## src/port_ef_pkg.sv

```systemverilog
/*
 * Constants for the two 8-bit discrete I/O data ports: register indices,
 * byte addresses on the register bus, field widths and reset values.
 * Assumes a 32-bit AXI4-Lite register bus with byte addressing.
 */
package port_ef_pkg;
    // Port and bus widths
    localparam int PORT_W = 8;
    localparam int ADDR_W = 8;
    localparam int DATA_W = 32;
    // Register indices as printed; byte address is four times the index
    localparam logic [ADDR_W-1:0] IDX_E_DATA0 = 8'h10;
    localparam logic [ADDR_W-1:0] IDX_E_DATA1 = 8'h12;
    localparam logic [ADDR_W-1:0] IDX_E_DIR = 8'h14;
    localparam logic [ADDR_W-1:0] IDX_E_ASSIGN = 8'h16;
    localparam logic [ADDR_W-1:0] IDX_F_DATA0 = 8'h18;
    localparam logic [ADDR_W-1:0] IDX_F_DATA1 = 8'h1a;
    localparam logic [ADDR_W-1:0] IDX_F_DIR = 8'h1c;
    localparam logic [ADDR_W-1:0] IDX_F_ASSIGN = 8'h1e;
    // Byte addresses derived from the indices
    localparam logic [ADDR_W-1:0] ADDR_E_DATA0 = ADDR_W'(IDX_E_DATA0 * 4);
    localparam logic [ADDR_W-1:0] ADDR_E_DATA1 = ADDR_W'(IDX_E_DATA1 * 4);
    localparam logic [ADDR_W-1:0] ADDR_E_DIR = ADDR_W'(IDX_E_DIR * 4);
    localparam logic [ADDR_W-1:0] ADDR_E_ASSIGN = ADDR_W'(IDX_E_ASSIGN * 4);
    localparam logic [ADDR_W-1:0] ADDR_F_DATA0 = ADDR_W'(IDX_F_DATA0 * 4);
    localparam logic [ADDR_W-1:0] ADDR_F_DATA1 = ADDR_W'(IDX_F_DATA1 * 4);
    localparam logic [ADDR_W-1:0] ADDR_F_DIR = ADDR_W'(IDX_F_DIR * 4);
    localparam logic [ADDR_W-1:0] ADDR_F_ASSIGN = ADDR_W'(IDX_F_ASSIGN * 4);
    // Field position of the optional pin on the first port
    localparam int BIT3_POS = 3;
    // Reset values of direction and pin-assign registers
    localparam logic [PORT_W-1:0] DIR_RESET = 8'h00;
    localparam logic [PORT_W-1:0] ASSIGN_RESET = 8'h00;
    // Bus response codes
    localparam logic [1:0] RESP_OKAY = 2'h0;
    localparam logic [1:0] RESP_SLVERR = 2'h2;
endpackage

```

## src/port_ef_data.sv

```systemverilog
/*
 * Data latches, direction and pin-assign registers of two 8-bit discrete
 * I/O ports, reached over AXI4-Lite. Pins are split into in/out/enable.
 * Assumes pins are asynchronous; alternate functions live outside.
 */
// Decided for this implementation: the AXI4-Lite interface to the registers and the placing of the registers.
`timescale 1ns/10ps
module port_ef_data #(
    parameter bit BIT3_PRESENT = 1'b1, // Optional first-port bit3 bonded out
    parameter bit BIT3_READ_VALUE = 1'b0 // Value read when bit3 absent
) (
    input wire logic aclk,
    input wire logic aresetn,
    input wire logic [port_ef_pkg::ADDR_W-1:0] s_axi_awaddr,
    input wire logic s_axi_awvalid,
    output logic s_axi_awready,
    input wire logic [port_ef_pkg::DATA_W-1:0] s_axi_wdata,
    input wire logic [3:0] s_axi_wstrb,
    input wire logic s_axi_wvalid,
    output logic s_axi_wready,
    output logic [1:0] s_axi_bresp,
    output logic s_axi_bvalid,
    input wire logic s_axi_bready,
    input wire logic [port_ef_pkg::ADDR_W-1:0] s_axi_araddr,
    input wire logic s_axi_arvalid,
    output logic s_axi_arready,
    output logic [port_ef_pkg::DATA_W-1:0] s_axi_rdata,
    output logic [1:0] s_axi_rresp,
    output logic s_axi_rvalid,
    input wire logic s_axi_rready,
    input wire logic [port_ef_pkg::PORT_W-1:0] first_port_in,
    output logic [port_ef_pkg::PORT_W-1:0] first_port_out,
    output logic [port_ef_pkg::PORT_W-1:0] first_port_oe,
    input wire logic [port_ef_pkg::PORT_W-1:0] second_port_in,
    output logic [port_ef_pkg::PORT_W-1:0] second_port_out,
    output logic [port_ef_pkg::PORT_W-1:0] second_port_oe,
    output logic [port_ef_pkg::PORT_W-1:0] first_port_pin_assign,
    output logic [port_ef_pkg::PORT_W-1:0] second_port_pin_assign
);
    import port_ef_pkg::*;

    // Storage
    logic [PORT_W-1:0] first_port_data_q; // Output latch, never reset
    logic [PORT_W-1:0] second_port_data_q; // Output latch, never reset
    logic [PORT_W-1:0] first_port_direction_q; // One = output
    logic [PORT_W-1:0] second_port_direction_q; // One = output
    logic [PORT_W-1:0] first_assign_q; // One = alternate function
    logic [PORT_W-1:0] second_assign_q; // One = alternate function

    // Bus holding registers
    logic aw_held_q; // Write address captured
    logic w_held_q; // Write data captured
    logic [ADDR_W-1:0] awaddr_q; // Captured write address
    logic [PORT_W-1:0] wdata_q; // Captured low byte of write data
    logic wlane_q; // Low byte lane enabled
    logic bvalid_q; // Write response pending
    logic [1:0] bresp_q; // Write response code
    logic rvalid_q; // Read response pending
    logic [1:0] rresp_q; // Read response code
    logic [DATA_W-1:0] rdata_q; // Read data

    // Synchronised pin levels
    logic [PORT_W-1:0] first_pin_sync;
    logic [PORT_W-1:0] second_pin_sync;

    pin_sync u_first_sync (
        .aclk(aclk),
        .async_in(first_port_in),
        .sync_out(first_pin_sync)
    );

    pin_sync u_second_sync (
        .aclk(aclk),
        .async_in(second_port_in),
        .sync_out(second_pin_sync)
    );

    // Handshake outputs
    assign s_axi_awready = !aw_held_q;
    assign s_axi_wready = !w_held_q;
    assign s_axi_arready = !rvalid_q;
    assign s_axi_bvalid = bvalid_q;
    assign s_axi_bresp = bresp_q;
    assign s_axi_rvalid = rvalid_q;
    assign s_axi_rresp = rresp_q;
    assign s_axi_rdata = rdata_q;

    // Write commits once both halves are held and no response is pending
    wire wr_fire = aw_held_q && w_held_q && !bvalid_q;
    wire wr_en = wr_fire && wlane_q;
    // Both aliases reach the same latch
    wire wsel_e_data = (awaddr_q == ADDR_E_DATA0) || (awaddr_q == ADDR_E_DATA1);
    wire wsel_f_data = (awaddr_q == ADDR_F_DATA0) || (awaddr_q == ADDR_F_DATA1);
    wire wsel_e_dir = awaddr_q == ADDR_E_DIR;
    wire wsel_f_dir = awaddr_q == ADDR_F_DIR;
    wire wsel_e_asg = awaddr_q == ADDR_E_ASSIGN;
    wire wsel_f_asg = awaddr_q == ADDR_F_ASSIGN;
    wire wr_mapped = wsel_e_data || wsel_f_data || wsel_e_dir || wsel_f_dir || wsel_e_asg || wsel_f_asg;

    // Read decode
    wire rd_fire = s_axi_arvalid && !rvalid_q;
    wire rsel_e_data = (s_axi_araddr == ADDR_E_DATA0) || (s_axi_araddr == ADDR_E_DATA1);
    wire rsel_f_data = (s_axi_araddr == ADDR_F_DATA0) || (s_axi_araddr == ADDR_F_DATA1);
    wire rsel_e_dir = s_axi_araddr == ADDR_E_DIR;
    wire rsel_f_dir = s_axi_araddr == ADDR_F_DIR;
    wire rsel_e_asg = s_axi_araddr == ADDR_E_ASSIGN;
    wire rsel_f_asg = s_axi_araddr == ADDR_F_ASSIGN;
    wire rd_mapped = rsel_e_data || rsel_f_data || rsel_e_dir || rsel_f_dir || rsel_e_asg || rsel_f_asg;

    // A pin is a discrete input when given to I/O and direction is zero
    wire [PORT_W-1:0] first_is_input = ~first_assign_q & ~first_port_direction_q;
    wire [PORT_W-1:0] second_is_input = ~second_assign_q & ~second_port_direction_q;

    // Read-back value per bit: live pin for inputs, latch otherwise, BIT3_READ_VALUE for an absent first-port bit3
    logic [PORT_W-1:0] first_read;
    logic [PORT_W-1:0] second_read;
    for (genvar i = 0; i < PORT_W; i++) begin : g_read
        if (i == BIT3_POS && !BIT3_PRESENT) begin : g_absent
            assign first_read[i] = BIT3_READ_VALUE;
        end else begin : g_present
            assign first_read[i] = first_is_input[i] ? first_pin_sync[i] : first_port_data_q[i];
        end
        assign second_read[i] = second_is_input[i] ? second_pin_sync[i] : second_port_data_q[i];
    end

    // Low byte of the selected register; upper bits read zero
    wire [PORT_W-1:0] rd_byte =
        rsel_e_data ? first_read :
        rsel_f_data ? second_read :
        rsel_e_dir ? first_port_direction_q :
        rsel_f_dir ? second_port_direction_q :
        rsel_e_asg ? first_assign_q :
        rsel_f_asg ? second_assign_q : '0;
    wire [DATA_W-1:0] rd_word = {{(DATA_W-PORT_W){1'b0}}, rd_byte};

    // Write mask: absent bit3 keeps whatever it held
    wire [PORT_W-1:0] first_wmask = BIT3_PRESENT ? {PORT_W{1'b1}} : ~(PORT_W'(1) << BIT3_POS);

    // Pins driven only when given to I/O and set as output
    assign first_port_oe = ~first_assign_q & first_port_direction_q & first_wmask;
    assign second_port_oe = ~second_assign_q & second_port_direction_q;
    assign first_port_out = first_port_data_q;
    assign second_port_out = second_port_data_q;
    assign first_port_pin_assign = first_assign_q;
    assign second_port_pin_assign = second_assign_q;

    // Data latches: no reset, written when addressed with the low byte lane enabled
    always_ff @(posedge aclk) begin
        if (wr_en && wsel_e_data) begin
            first_port_data_q <= (wdata_q & first_wmask)
                | (first_port_data_q & ~first_wmask);
        end
        if (wr_en && wsel_f_data) begin
            second_port_data_q <= wdata_q;
        end
    end

    // Direction and pin-assign registers
    always_ff @(posedge aclk) begin
        if (!aresetn) begin
            first_port_direction_q <= DIR_RESET;
            second_port_direction_q <= DIR_RESET;
            first_assign_q <= ASSIGN_RESET;
            second_assign_q <= ASSIGN_RESET;
        end else begin
            if (wr_en && wsel_e_dir) begin
                first_port_direction_q <= wdata_q;
            end
            if (wr_en && wsel_f_dir) begin
                second_port_direction_q <= wdata_q;
            end
            if (wr_en && wsel_e_asg) begin
                first_assign_q <= wdata_q;
            end
            if (wr_en && wsel_f_asg) begin
                second_assign_q <= wdata_q;
            end
        end
    end

    // Write address and data capture, in either order
    always_ff @(posedge aclk) begin
        if (!aresetn) begin
            aw_held_q <= 1'b0;
            w_held_q <= 1'b0;
            awaddr_q <= '0;
            wdata_q <= '0;
            wlane_q <= 1'b0;
        end else begin
            if (s_axi_awvalid && !aw_held_q) begin
                aw_held_q <= 1'b1;
                awaddr_q <= s_axi_awaddr;
            end else if (wr_fire) begin
                aw_held_q <= 1'b0;
            end
            if (s_axi_wvalid && !w_held_q) begin
                w_held_q <= 1'b1;
                wdata_q <= s_axi_wdata[PORT_W-1:0];
                wlane_q <= s_axi_wstrb[0];
            end else if (wr_fire) begin
                w_held_q <= 1'b0;
            end
        end
    end

    // Write response
    always_ff @(posedge aclk) begin
        if (!aresetn) begin
            bvalid_q <= 1'b0;
            bresp_q <= RESP_OKAY;
        end else if (wr_fire) begin
            bvalid_q <= 1'b1;
            bresp_q <= wr_mapped ? RESP_OKAY : RESP_SLVERR;
        end else if (s_axi_bready) begin
            bvalid_q <= 1'b0;
        end
    end

    // Read response, data captured with the address
    always_ff @(posedge aclk) begin
        if (!aresetn) begin
            rvalid_q <= 1'b0;
            rresp_q <= RESP_OKAY;
            rdata_q <= '0;
        end else if (rd_fire) begin
            rvalid_q <= 1'b1;
            rresp_q <= rd_mapped ? RESP_OKAY : RESP_SLVERR;
            rdata_q <= rd_word;
        end else if (s_axi_rready) begin
            rvalid_q <= 1'b0;
        end
    end
endmodule

```

## src/pin_sync.sv

```systemverilog
/*
 * Two-stage synchroniser for a group of pin inputs.
 * Assumes pins are asynchronous to aclk; only the second stage is read.
 */
`timescale 1ns/10ps
module pin_sync (
    input wire logic aclk,
    input wire logic [port_ef_pkg::PORT_W-1:0] async_in,
    output logic [port_ef_pkg::PORT_W-1:0] sync_out
);
    import port_ef_pkg::*;

    logic [PORT_W-1:0] meta_q; // First stage, read only by second stage

    // One pair of flops per pin
    for (genvar i = 0; i < PORT_W; i++) begin : g_bit
        always_ff @(posedge aclk) begin
            meta_q[i] <= async_in[i];
            sync_out[i] <= meta_q[i];
        end
    end
endmodule

```

## config.mk

```make
export PLATFORM = sky130hd
export DESIGN_NAME = port_ef_data
export DESIGN_NICKNAME = d
export VERILOG_FILES = /design/src/port_ef_pkg.sv /design/src/port_ef_data.sv /design/src/pin_sync.sv
export SDC_FILE = /design/constraint.sdc
export NUM_CORES = 1
export LEC_CHECK = 0
export BUFFER_PORTS_ARGS = -buffer_cell sky130_fd_sc_hd__buf_2
export CORE_ASPECT_RATIO = 1.25
export CORE_MARGIN = 4
export CORE_UTILIZATION = 44
export CTS_CLUSTER_DIAMETER = 80
export DETAILED_ROUTE_END_ITERATION = 7
export PLACE_DENSITY = 0.75
export SLEW_MARGIN = 20
export SYNTH_ARGS = -nofsm -noshare
export SYNTH_HDL_FRONTEND = slang
export SYNTH_SLANG_ARGS = --single-unit
```

## constraint.sdc

```tcl
create_clock -name aclk -period 1.7 [get_ports aclk]
set_input_delay 0.17 -clock aclk [delete_from_list [all_inputs] [get_ports aclk]]
set_output_delay 0.17 -clock aclk [all_outputs]
set_load 0.005 [all_outputs]
```

## After elaboration in Yosys (flattened, before gate mapping)

Index checks and enable logic that the tools add are counted.
Widths: inputs -> output; s select.

- Memory bits (writable): 0
- Latch bits: 0
- Memories kept: 0
- Bits in read-only memories: 0
- Output and inout bits: 89
- Register bits: 113
- Word-level logic and storage cells: 137
- Input port bits: 75

- Add/subtract/negate cells: 0
- Order comparisons: 0
- Div/mod/pow operators: 0
- Reductions and logical operators: 34
- Shifts and indexed selects: 0
- Multiplexer cells: 31
- Bitwise gates (word level): 8
- Equal/unequal tests: 16
- Multipliers: 0

Operator list:

| kind | number |
|---|---|
| $eq 8x7->1 const B | 16 |
| $mux 8 | 6 |
| $and 8x8->8 | 4 |
| $not 8->8 | 4 |
| $mux 1 | 23 |
| $logic_or 1x1->1 | 14 |
| $logic_and 1x1->1 | 12 |
| $reduce_bool 2->1 | 4 |
| $logic_not 1->1 | 4 |
| $mux 2 | 2 |

## Logic depth before layout (Yosys ltp)

Gate-level depths: netlist of run 1.

- Depth after elaboration: 8
- Depth in mapped cells: 6
- Gate-level depth less buffers: 4

## Modules after synthesis

Synthesis of run 1 repeated with hierarchy kept, for this count alone.

- Cells, all modules: 401
- Area, all modules: 4485.6 sq um

Modules (own cells, without submodules):

| module | instances | area each (sq um) | seq. area each (sq um) | cells each |
|---|---|---|---|---|
| port_ef_data | 1 | 3844.9 | 1741.7 | 369 |
| pin_sync | 2 | 320.3 | 320.3 | 16 |

## Worst setup path before layout of run 1

OpenSTA, ideal clock, no wires.

- Kind: register to register
- Start point: register awaddr_q[0]
- End point: register second_assign_q[0], in the netlist second_port_pin_assign[0]
- Setup time: 116 ps
- Buffers on the path: 1
- Required time: 1584 ps
- Cell stages (with the launch flop): 6
- Setup slack: -216 ps
- Period minus slack after synthesis: 1916 ps
- Arrival: 1800 ps
- Path through: dfxtp_1 or4b_4 buf_6 nor4_4 mux2i_1 nor2b_1

- Cells in the longest elaborated chain, start to end: 2

Ends and longest elaborated chain:

| element | RTL line | source |
|---|---|---|
| from (decl) | port_ef_data.sv:53 | `logic [ADDR_W-1:0] awaddr_q;` |
| from (signal assigned) | port_ef_data.sv:192 | `awaddr_q <= s_axi_awaddr;` |
| $eq 8x7->1 | port_ef_data.sv:97 | `wire wsel_f_asg = awaddr_q == ADDR_F_ASSIGN;` |
| $logic_and 1x1->1 | port_ef_data.sv:175 | `if (wr_en && wsel_f_asg) begin` |
| to (signal assigned) | port_ef_data.sv:176 | `second_assign_q <= wdata_q;` |
| to (decl) | port_ef_data.sv:48 | `logic [PORT_W-1:0] second_assign_q;` |

Every way passes these cells.
A chain may end at the register's enable or synchronous reset.

## Worst setup path after layout of run 1

- Start point: register awaddr_q[1]
- End point: register second_assign_q[3], in the netlist second_port_pin_assign[3]

Same word-level chain as after synthesis.

==> results of run 1 <==
-- state kept, by name, summed over array words and instances, names as in the netlist, 8 cells and up --
name / flops
u_first_sync.meta_q: 8
u_second_sync.meta_q: 8
awaddr_q: 8
first_port_pin_assign: 8
u_second_sync.sync_out: 8
u_first_sync.sync_out: 8
second_port_direction_q: 8
first_port_out: 8
wdata_q: 8
first_port_direction_q: 8
second_port_pin_assign: 8
s_axi_rdata: 8
second_port_out: 8
-- worst paths after layout --
path | from | endpoint | slack (ps) | cells after the start
worst min register to register | u_second_sync.meta_q[7] | u_second_sync.sync_out[7] | 330 | 0
worst min-delay path | s_axi_awvalid | aw_held_q | 60 | 3
worst max register to register | awaddr_q[1] | second_port_pin_assign[3] | -40 | 5
worst max-delay path | awaddr_q[1] | second_port_pin_assign[3] | -40 | 5
-- cell type report --
| type | instances | share of cell area |
|---|---|---|
| repair buffers | 151 | 0.164 |
| inverters | 3 | 0.00195 |
| clock buffers | 10 | 0.0434 |
| well taps | 126 | 0.0274 |
| multi-input cells | 271 | 0.338 |
| flip-flops and latches | 111 | 0.414 |
| clock inverters | 6 | 0.0113 |
-- cell usage after synthesis (2+ instances only) --
cell type and number:
sky130_fd_sc_hd__buf_4 26, sky130_fd_sc_hd__o22a_1 7, sky130_fd_sc_hd__edfxtp_1 16, sky130_fd_sc_hd__nand2_1 25, sky130_fd_sc_hd__nor2_1 23, sky130_fd_sc_hd__nor2b_1 59, sky130_fd_sc_hd__nand4b_1 2, sky130_fd_sc_hd__and2_1 2
sky130_fd_sc_hd__nand4_1 2, sky130_fd_sc_hd__inv_1 3, sky130_fd_sc_hd__a21oi_1 8, sky130_fd_sc_hd__a21boi_0 10, sky130_fd_sc_hd__mux2i_1 69, sky130_fd_sc_hd__clkbuf_1 11, sky130_fd_sc_hd__nor4_4 4, sky130_fd_sc_hd__a22o_1 7
sky130_fd_sc_hd__o211ai_1 7, sky130_fd_sc_hd__dfxtp_1 95, sky130_fd_sc_hd__nand2b_1 5, sky130_fd_sc_hd__buf_1 2
-- through the flow --
| step | hold WS (ps) | setup TNS [ps] | worst slack [ps] | total power (uW) |
|---|---|---|---|---|
| finish | 64.2 | -248 | -41.4 | 5320 |
| global route | 66.8 | -3280 | -123 | 5520 |
| CTS | 58.8 | -1070 | -66.7 | 5360 |
| detailed placement | 274 | -1340 | -91.0 | 3170 |
| global placement | 272 | -725 | -60.8 | 3160 |
| floorplan | 198 | -3900 | -136 | 3060 |
-- cells by family after synthesis --
logic type | after synthesis | share of synthesized area
AOI/OAI and AO/OA | 45 | 0.0748
buffers and inverters | 44 | 0.0605
DFF | 111 | 0.531
muxes | 70 | 0.159
other | 1 | 0.000836
and+or+nand+nor | 130 | 0.174
-- worst reg2reg max path, stage by stage (launching register included) --
cell,delay [ps]
sky130_fd_sc_hd__dfxtp_1,310
sky130_fd_sc_hd__or4b_4,630
sky130_fd_sc_hd__nor4_4,210
sky130_fd_sc_hd__buf_12,190
sky130_fd_sc_hd__mux2i_1,220
sky130_fd_sc_hd__nor2b_1,70
-- layer usage --
layer	track usage	wire, um	vias up
met5	0	0	-
met2	0.317	5440	113
met3	0.0449	750	24
li1	-	-	1629
met1	0.216	4460	1552
met4	0.0811	323	0
-- timing repair --
item                                    in CTS  in global routing
pin swaps                                    2                  2
hold buffers                                17                  0
buffers inserted                             0                  0
endpoints found under the setup margin      34                 55
endpoints found under the hold margin       17                  0
resized for setup                            2                  3
-- power by group through the flow --
stage                     registers [uW]  logic [uW]  clock network [uW]
after floorplan                     2830         227                   0
after global placement              2840         319                   0
after detailed placement            2850         328                   0
after CTS                           2790         359                2210
after global routing                2790         397                2320
final                               2790         361                2170
-- cells in the final DEF (no fill, tap or decap), drive strengths merged, types with 2 or more instances in the layout --
cell and count:
a21boi 10, nand2b 5, mux2i 69, dfxtp 95, nor2 23, nand4 2
edfxtp 16, buf 134, a21oi 8, and2 2, o22a 7, conb 26
nand4b 2, inv 4, o211ai 7, clkinv 3, nand2 25, a22o 7
nor2b 59, clkbuf 10, nor4 4, dlygate4sd3 17
==> flow_metrics.tcl, run 1 <==
set metrics [dict create \
    clk_pin_slew_ps 70 \
    finish.instance_area_um2 5760 \
    cts-htree-levels 3 \
    nets 622 \
    first_iter_violations 151 \
    violations_in_the_final_reports "setup timing" \
    setup_slack_ps -41.4 \
    placedInstanceArea_um2 5260 \
    setup_viol 17 \
    combPwrFrac 0.068 \
    grt_antenna_before_repair 0 \
    timing.setup.critical_path_class "reg -> reg" \
    slowest_delay_ps 630 \
    grt_setup_unrepaired "yes" \
    finish.cell_count_without_fillers 678 \
    synth.area.top_cells "sky130_fd_sc_hd__dfxtp_1 (42%), sky130_fd_sc_hd__mux2i_1 (15%), sky130_fd_sc_hd__edfxtp_1 (11%)" \
    timing.critical_path.to_type "register" \
    cp_top_family "simple AND/OR/NAND/NOR gates" \
    hold_path.class "in -> reg" \
    start_util 0.457 \
    synth_register_bits 111 \
    outcome "finished with violations" \
    netlist_area_um2 4490 \
    layout-drive-gt1-share 0.301 \
    cap_violations 0 \
    floorplan_die_width_um 98.3 \
    multiInputGateArea_um2 1950 \
    synth_area_per_cell_um2 11.2 \
    grt_overflow_total 0 \
    min_period_over_period 1.02 \
    edff_count_synth 16 \
    timing.critical_path.fanout_max 8 \
    number_of_i_o_pins 164 \
    utilization 0.587 \
    i_o_buffers 110 \
    worst_ir_drop_vdd_v 0.000535 \
    seq_power_share 0.524 \
    route.final.wire_length_um 11000 \
    synth.lib_cells_used.distinct 38 \
    fmaxAchievable_mhz 574 \
    core-area_um2 9810 \
    gr-usage-all-layers 0.184 \
    cts.sinks 111 \
    drt.antenna.violating_nets 0 \
    cts_inserted_buffers 9 \
    cts_root_buffer "sky130_fd_sc_hd__clkbuf_16" \
    routedWlPerCell_um 16.2 \
    grt_max_degree 28 \
    register_area_um2 2380 \
    worstPathCellList "or4b_4 > nor4_4 > buf_12 > mux2i_1 > nor2b_1" \
    path_buf_inv 1 \
    period_minus_slack_ps 1740 \
    timing_max_transition_violations_final 0 \
    die_y_um 121 \
    switching_share 0.220 \
    worst_skew_pair.late_latency_ps 350 \
    arrival_time_at_the_worst_endpoint_ps 1980 \
    floorplan.die_area_um2 11900 \
    internal_power_uw 4150 \
    synth_seq_area_share 0.531 \
    synthToLayoutAreaGrowth_pct 28.4 \
    place_inst 645 \
    critPathSlowestCell "sky130_fd_sc_hd__or4b_4" \
    hpwlAfterDp_um 7860 \
    tritoncts "built" \
    grt_first_pass_wirelength_um 17000 \
    p_leak_uw 0.00254 \
    antenna-diode-count 0 \
    required_ps 1930 \
    power.share.clock 0.409 \
    synthDominantCellAreaShare 0.424 \
    post_synthesis_cell_type_with_the_largest_combined_area "sky130_fd_sc_hd__dfxtp_1" \
    syn_inst 401 \
    nFillCells 847 \
    drc_errors 0 \
    number_of_global_route_vias_before_repair 3278 \
    routed-via-count 3318 \
    worstSetupStartpointType "register" \
    ys_async_sr_fraction 0 \
    yosys_most_used_dff "sky130_fd_sc_hd__dfxtp_1" \
    finalHoldViolations 0 \
    avgViaCountPerCell 4.89 \
    worst_clock_skew_ps 8.59 \
    gp_congestion 0.814 \
    total_switching_power_uw 1170 \
    drt_pre_antenna_iters 4 \
    placement_rows 40 \
    power.density_nw_per_um2 924 \
    clock_path_buffers 2 \
    synth_warnings 0 \
]
(Power assumes the default switching activity.)
==> run 2, diff against run 1 <==
==> constraint.sdc (replaced) <==
create_clock -name aclk -period 1.4 [get_ports aclk]
set_input_delay 0.14 -clock aclk [delete_from_list [all_inputs] [get_ports aclk]]
set_output_delay 0.14 -clock aclk [all_outputs]
set_load 0.005 [all_outputs]
==> run 2 against run 1 <==
  * Worst hold slack worse by 42 ps
  * Sequential share of layout area decreased by 0.46 points
  * Worst setup slack lost 300 ps
  * Highest routed layer unchanged
  * Total power is 22% higher
  * Flip-flop and latch count stayed put
  * Core utilization grew 0.69 points
  * Combinational power rose by 29%
  * Fmax about the same
  * The flow still finishes with violations (setup timing)
  * Clock skew is essentially flat
==> flow_metrics.tcl, run 2 (same netlist as run 1, synthesis figures left out) <==
set metrics [dict create \
    number_of_i_o_pins 164 \
    first_iter_violations 131 \
    gp_congestion 0.782 \
    timing_max_transition_violations_final 0 \
    die_y_um 121 \
    worst_clock_skew_ps 8.35 \
    grt_antenna_before_repair 0 \
    worst_skew_pair.late_latency_ps 360 \
    total_power_uw 6480 \
    cap_violations 0 \
    postCtsSetupRepairBufs 0 \
    clk_pin_slew_ps 70 \
    number_of_global_route_vias_before_repair 3342 \
    cts-htree-levels 3 \
    routedWlPerCell_um 16.6 \
    timing.critical_path.to_type "register" \
    grt_first_pass_wirelength_um 17400 \
    finish.cell_count_without_fillers 682 \
    start_util 0.457 \
    cts.sinks 111 \
    grt_setup_unrepaired "yes" \
    hold_path.class "in -> reg" \
    setup_viol 49 \
    timing.setup.critical_path_class "reg -> reg" \
    drc_errors 0 \
    layout_common_cells "sky130_fd_sc_hd__buf_2 (110), sky130_fd_sc_hd__dfxtp_1 (92), sky130_fd_sc_hd__mux2i_1 (69)" \
    min_period_over_period 1.24 \
    p_leak_uw 0.00256 \
    layout-drive-gt1-share 0.313 \
    cts_root_buffer "sky130_fd_sc_hd__clkbuf_16" \
    drt.antenna.violating_nets 0 \
    drt_pre_antenna_iters 4 \
    placement_rows 40 \
    gr-usage-all-layers 0.189 \
    core-area_um2 9810 \
    worst_ir_drop_vdd_v 0.000652 \
    finalHoldViolations 0 \
    i_o_buffers 110 \
    fmaxAchievable_mhz 574 \
    arrival_time_at_the_worst_endpoint_ps 1820 \
    fin_setup_tns_ps -15160 \
    grt_overflow_total 0 \
    avgViaCountPerCell 4.95 \
    setup_slack_ps -342 \
    nets 626 \
    layout.cells.most_common "sky130_fd_sc_hd__buf_2" \
    hpwlAfterDp_um 8350 \
    floorplan.die_area_um2 11900 \
    routed-via-count 3374 \
    place_inst 649 \
    route.final.wire_length_um 11300 \
    finish.instance_area_um2 5830 \
    floorplan_die_width_um 98.3 \
    synthToLayoutAreaGrowth_pct 29.9 \
    antenna-diode-count 0 \
    placedInstanceArea_um2 5320 \
    timing.reg2reg.setup_slack_ps -340 \
    required_ps 1480 \
    clock_path_buffers 2 \
    outcome "finished with violations" \
    cts_inserted_buffers 9 \
    violations_in_the_final_reports "setup timing" \
    grt_max_degree 42 \
    power.density_nw_per_um2 1110 \
    period_minus_slack_ps 1740 \
    tritoncts "built" \
    worstSetupStartpointType "register" \
    timing.critical_path.fanout_max 8 \
]
-- run 2: cell types whose count changed in the layout (fill, tap and decap cells not counted), moves of 2 or more --
| cell | before | now |
|---|---|---|
| sky130_fd_sc_hd__inv_6 | 1 | 3 |
| sky130_fd_sc_hd__buf_6 | 1 | 3 |
| sky130_fd_sc_hd__nor2_2 | 2 | 0 |
| sky130_fd_sc_hd__nor2_4 | 0 | 2 |
| sky130_fd_sc_hd__clkinv_2 | 2 | 0 |
-- run 2: worst max-delay path: stages, from the launching register on --
cell and delay [ps]:
sky130_fd_sc_hd__dfxtp_2 320, sky130_fd_sc_hd__or4b_4 630, sky130_fd_sc_hd__nor2_4 180, sky130_fd_sc_hd__nand2_2 70
sky130_fd_sc_hd__nor2_4 130, sky130_fd_sc_hd__buf_12 130
-- run 2: per-stage QoR --
| stage | hold WS, ps | setup WS [ps] | utilization |
|---|---|---|---|
| after floorplan | 168 | -436 | - |
| after global placement | 243 | -292 | 0.542 |
| after detailed placement | 244 | -335 | 0.542 |
| after CTS | 14.1 | -349 | 0.592 |
| after global routing | 23.0 | -466 | 0.594 |
| final | 21.8 | -342 | 0.594 |
-- run 2: area by class of cell --
| class | count | area [um^2] |
|---|---|---|
| Sequential cell | 111 | 2390 |
| Tap cell | 126 | 158 |
| Clock buffer | 9 | 225 |
| Clock inverter | 7 | 77.6 |
| Fill cell | 836 | 3980 |
| Multi-Input combinational cell | 271 | 1980 |
| Inverter | 3 | 11.3 |
| Timing Repair Buffer | 155 | 992 |
-- run 2: what timing repair did --
action                                  4_1_cts  5_1_grt
hold buffers                                 17        0
resized for setup                             4        6
endpoints found under the setup margin       57       55
endpoints found under the hold margin        17        0
pin swaps                                     3        3
-- run 2: worst paths after layout --
| check | cells past startpoint | to | from |
|---|---|---|---|
| setup / recovery | 5 | first_port_out[1] | awaddr_q[0] |
| hold / removal | 3 | w_held_q | s_axi_wvalid |
| setup reg to reg | 5 | first_port_out[1] | awaddr_q[0] |
| hold reg to reg | 0 | u_second_sync.sync_out[1] | u_second_sync.meta_q[1] |
-- run 2: report_power, final --
part | internal, uW | total, uW | switching (uW)
clock network | 1410 | 2630 | 1220
registers | 3320 | 3380 | 61.1
logic | 235 | 467 | 232
total | 4960 | 6480 | 1510
-- run 2: per-layer routing --
layer  global-route usage  part of all wire  vias up
met1                0.224              0.40     1589
met4               0.0999             0.032        0
met3               0.0443             0.065       24
li1                     -                 -     1644
met5                    0                 0        -
met2                0.316              0.50      117
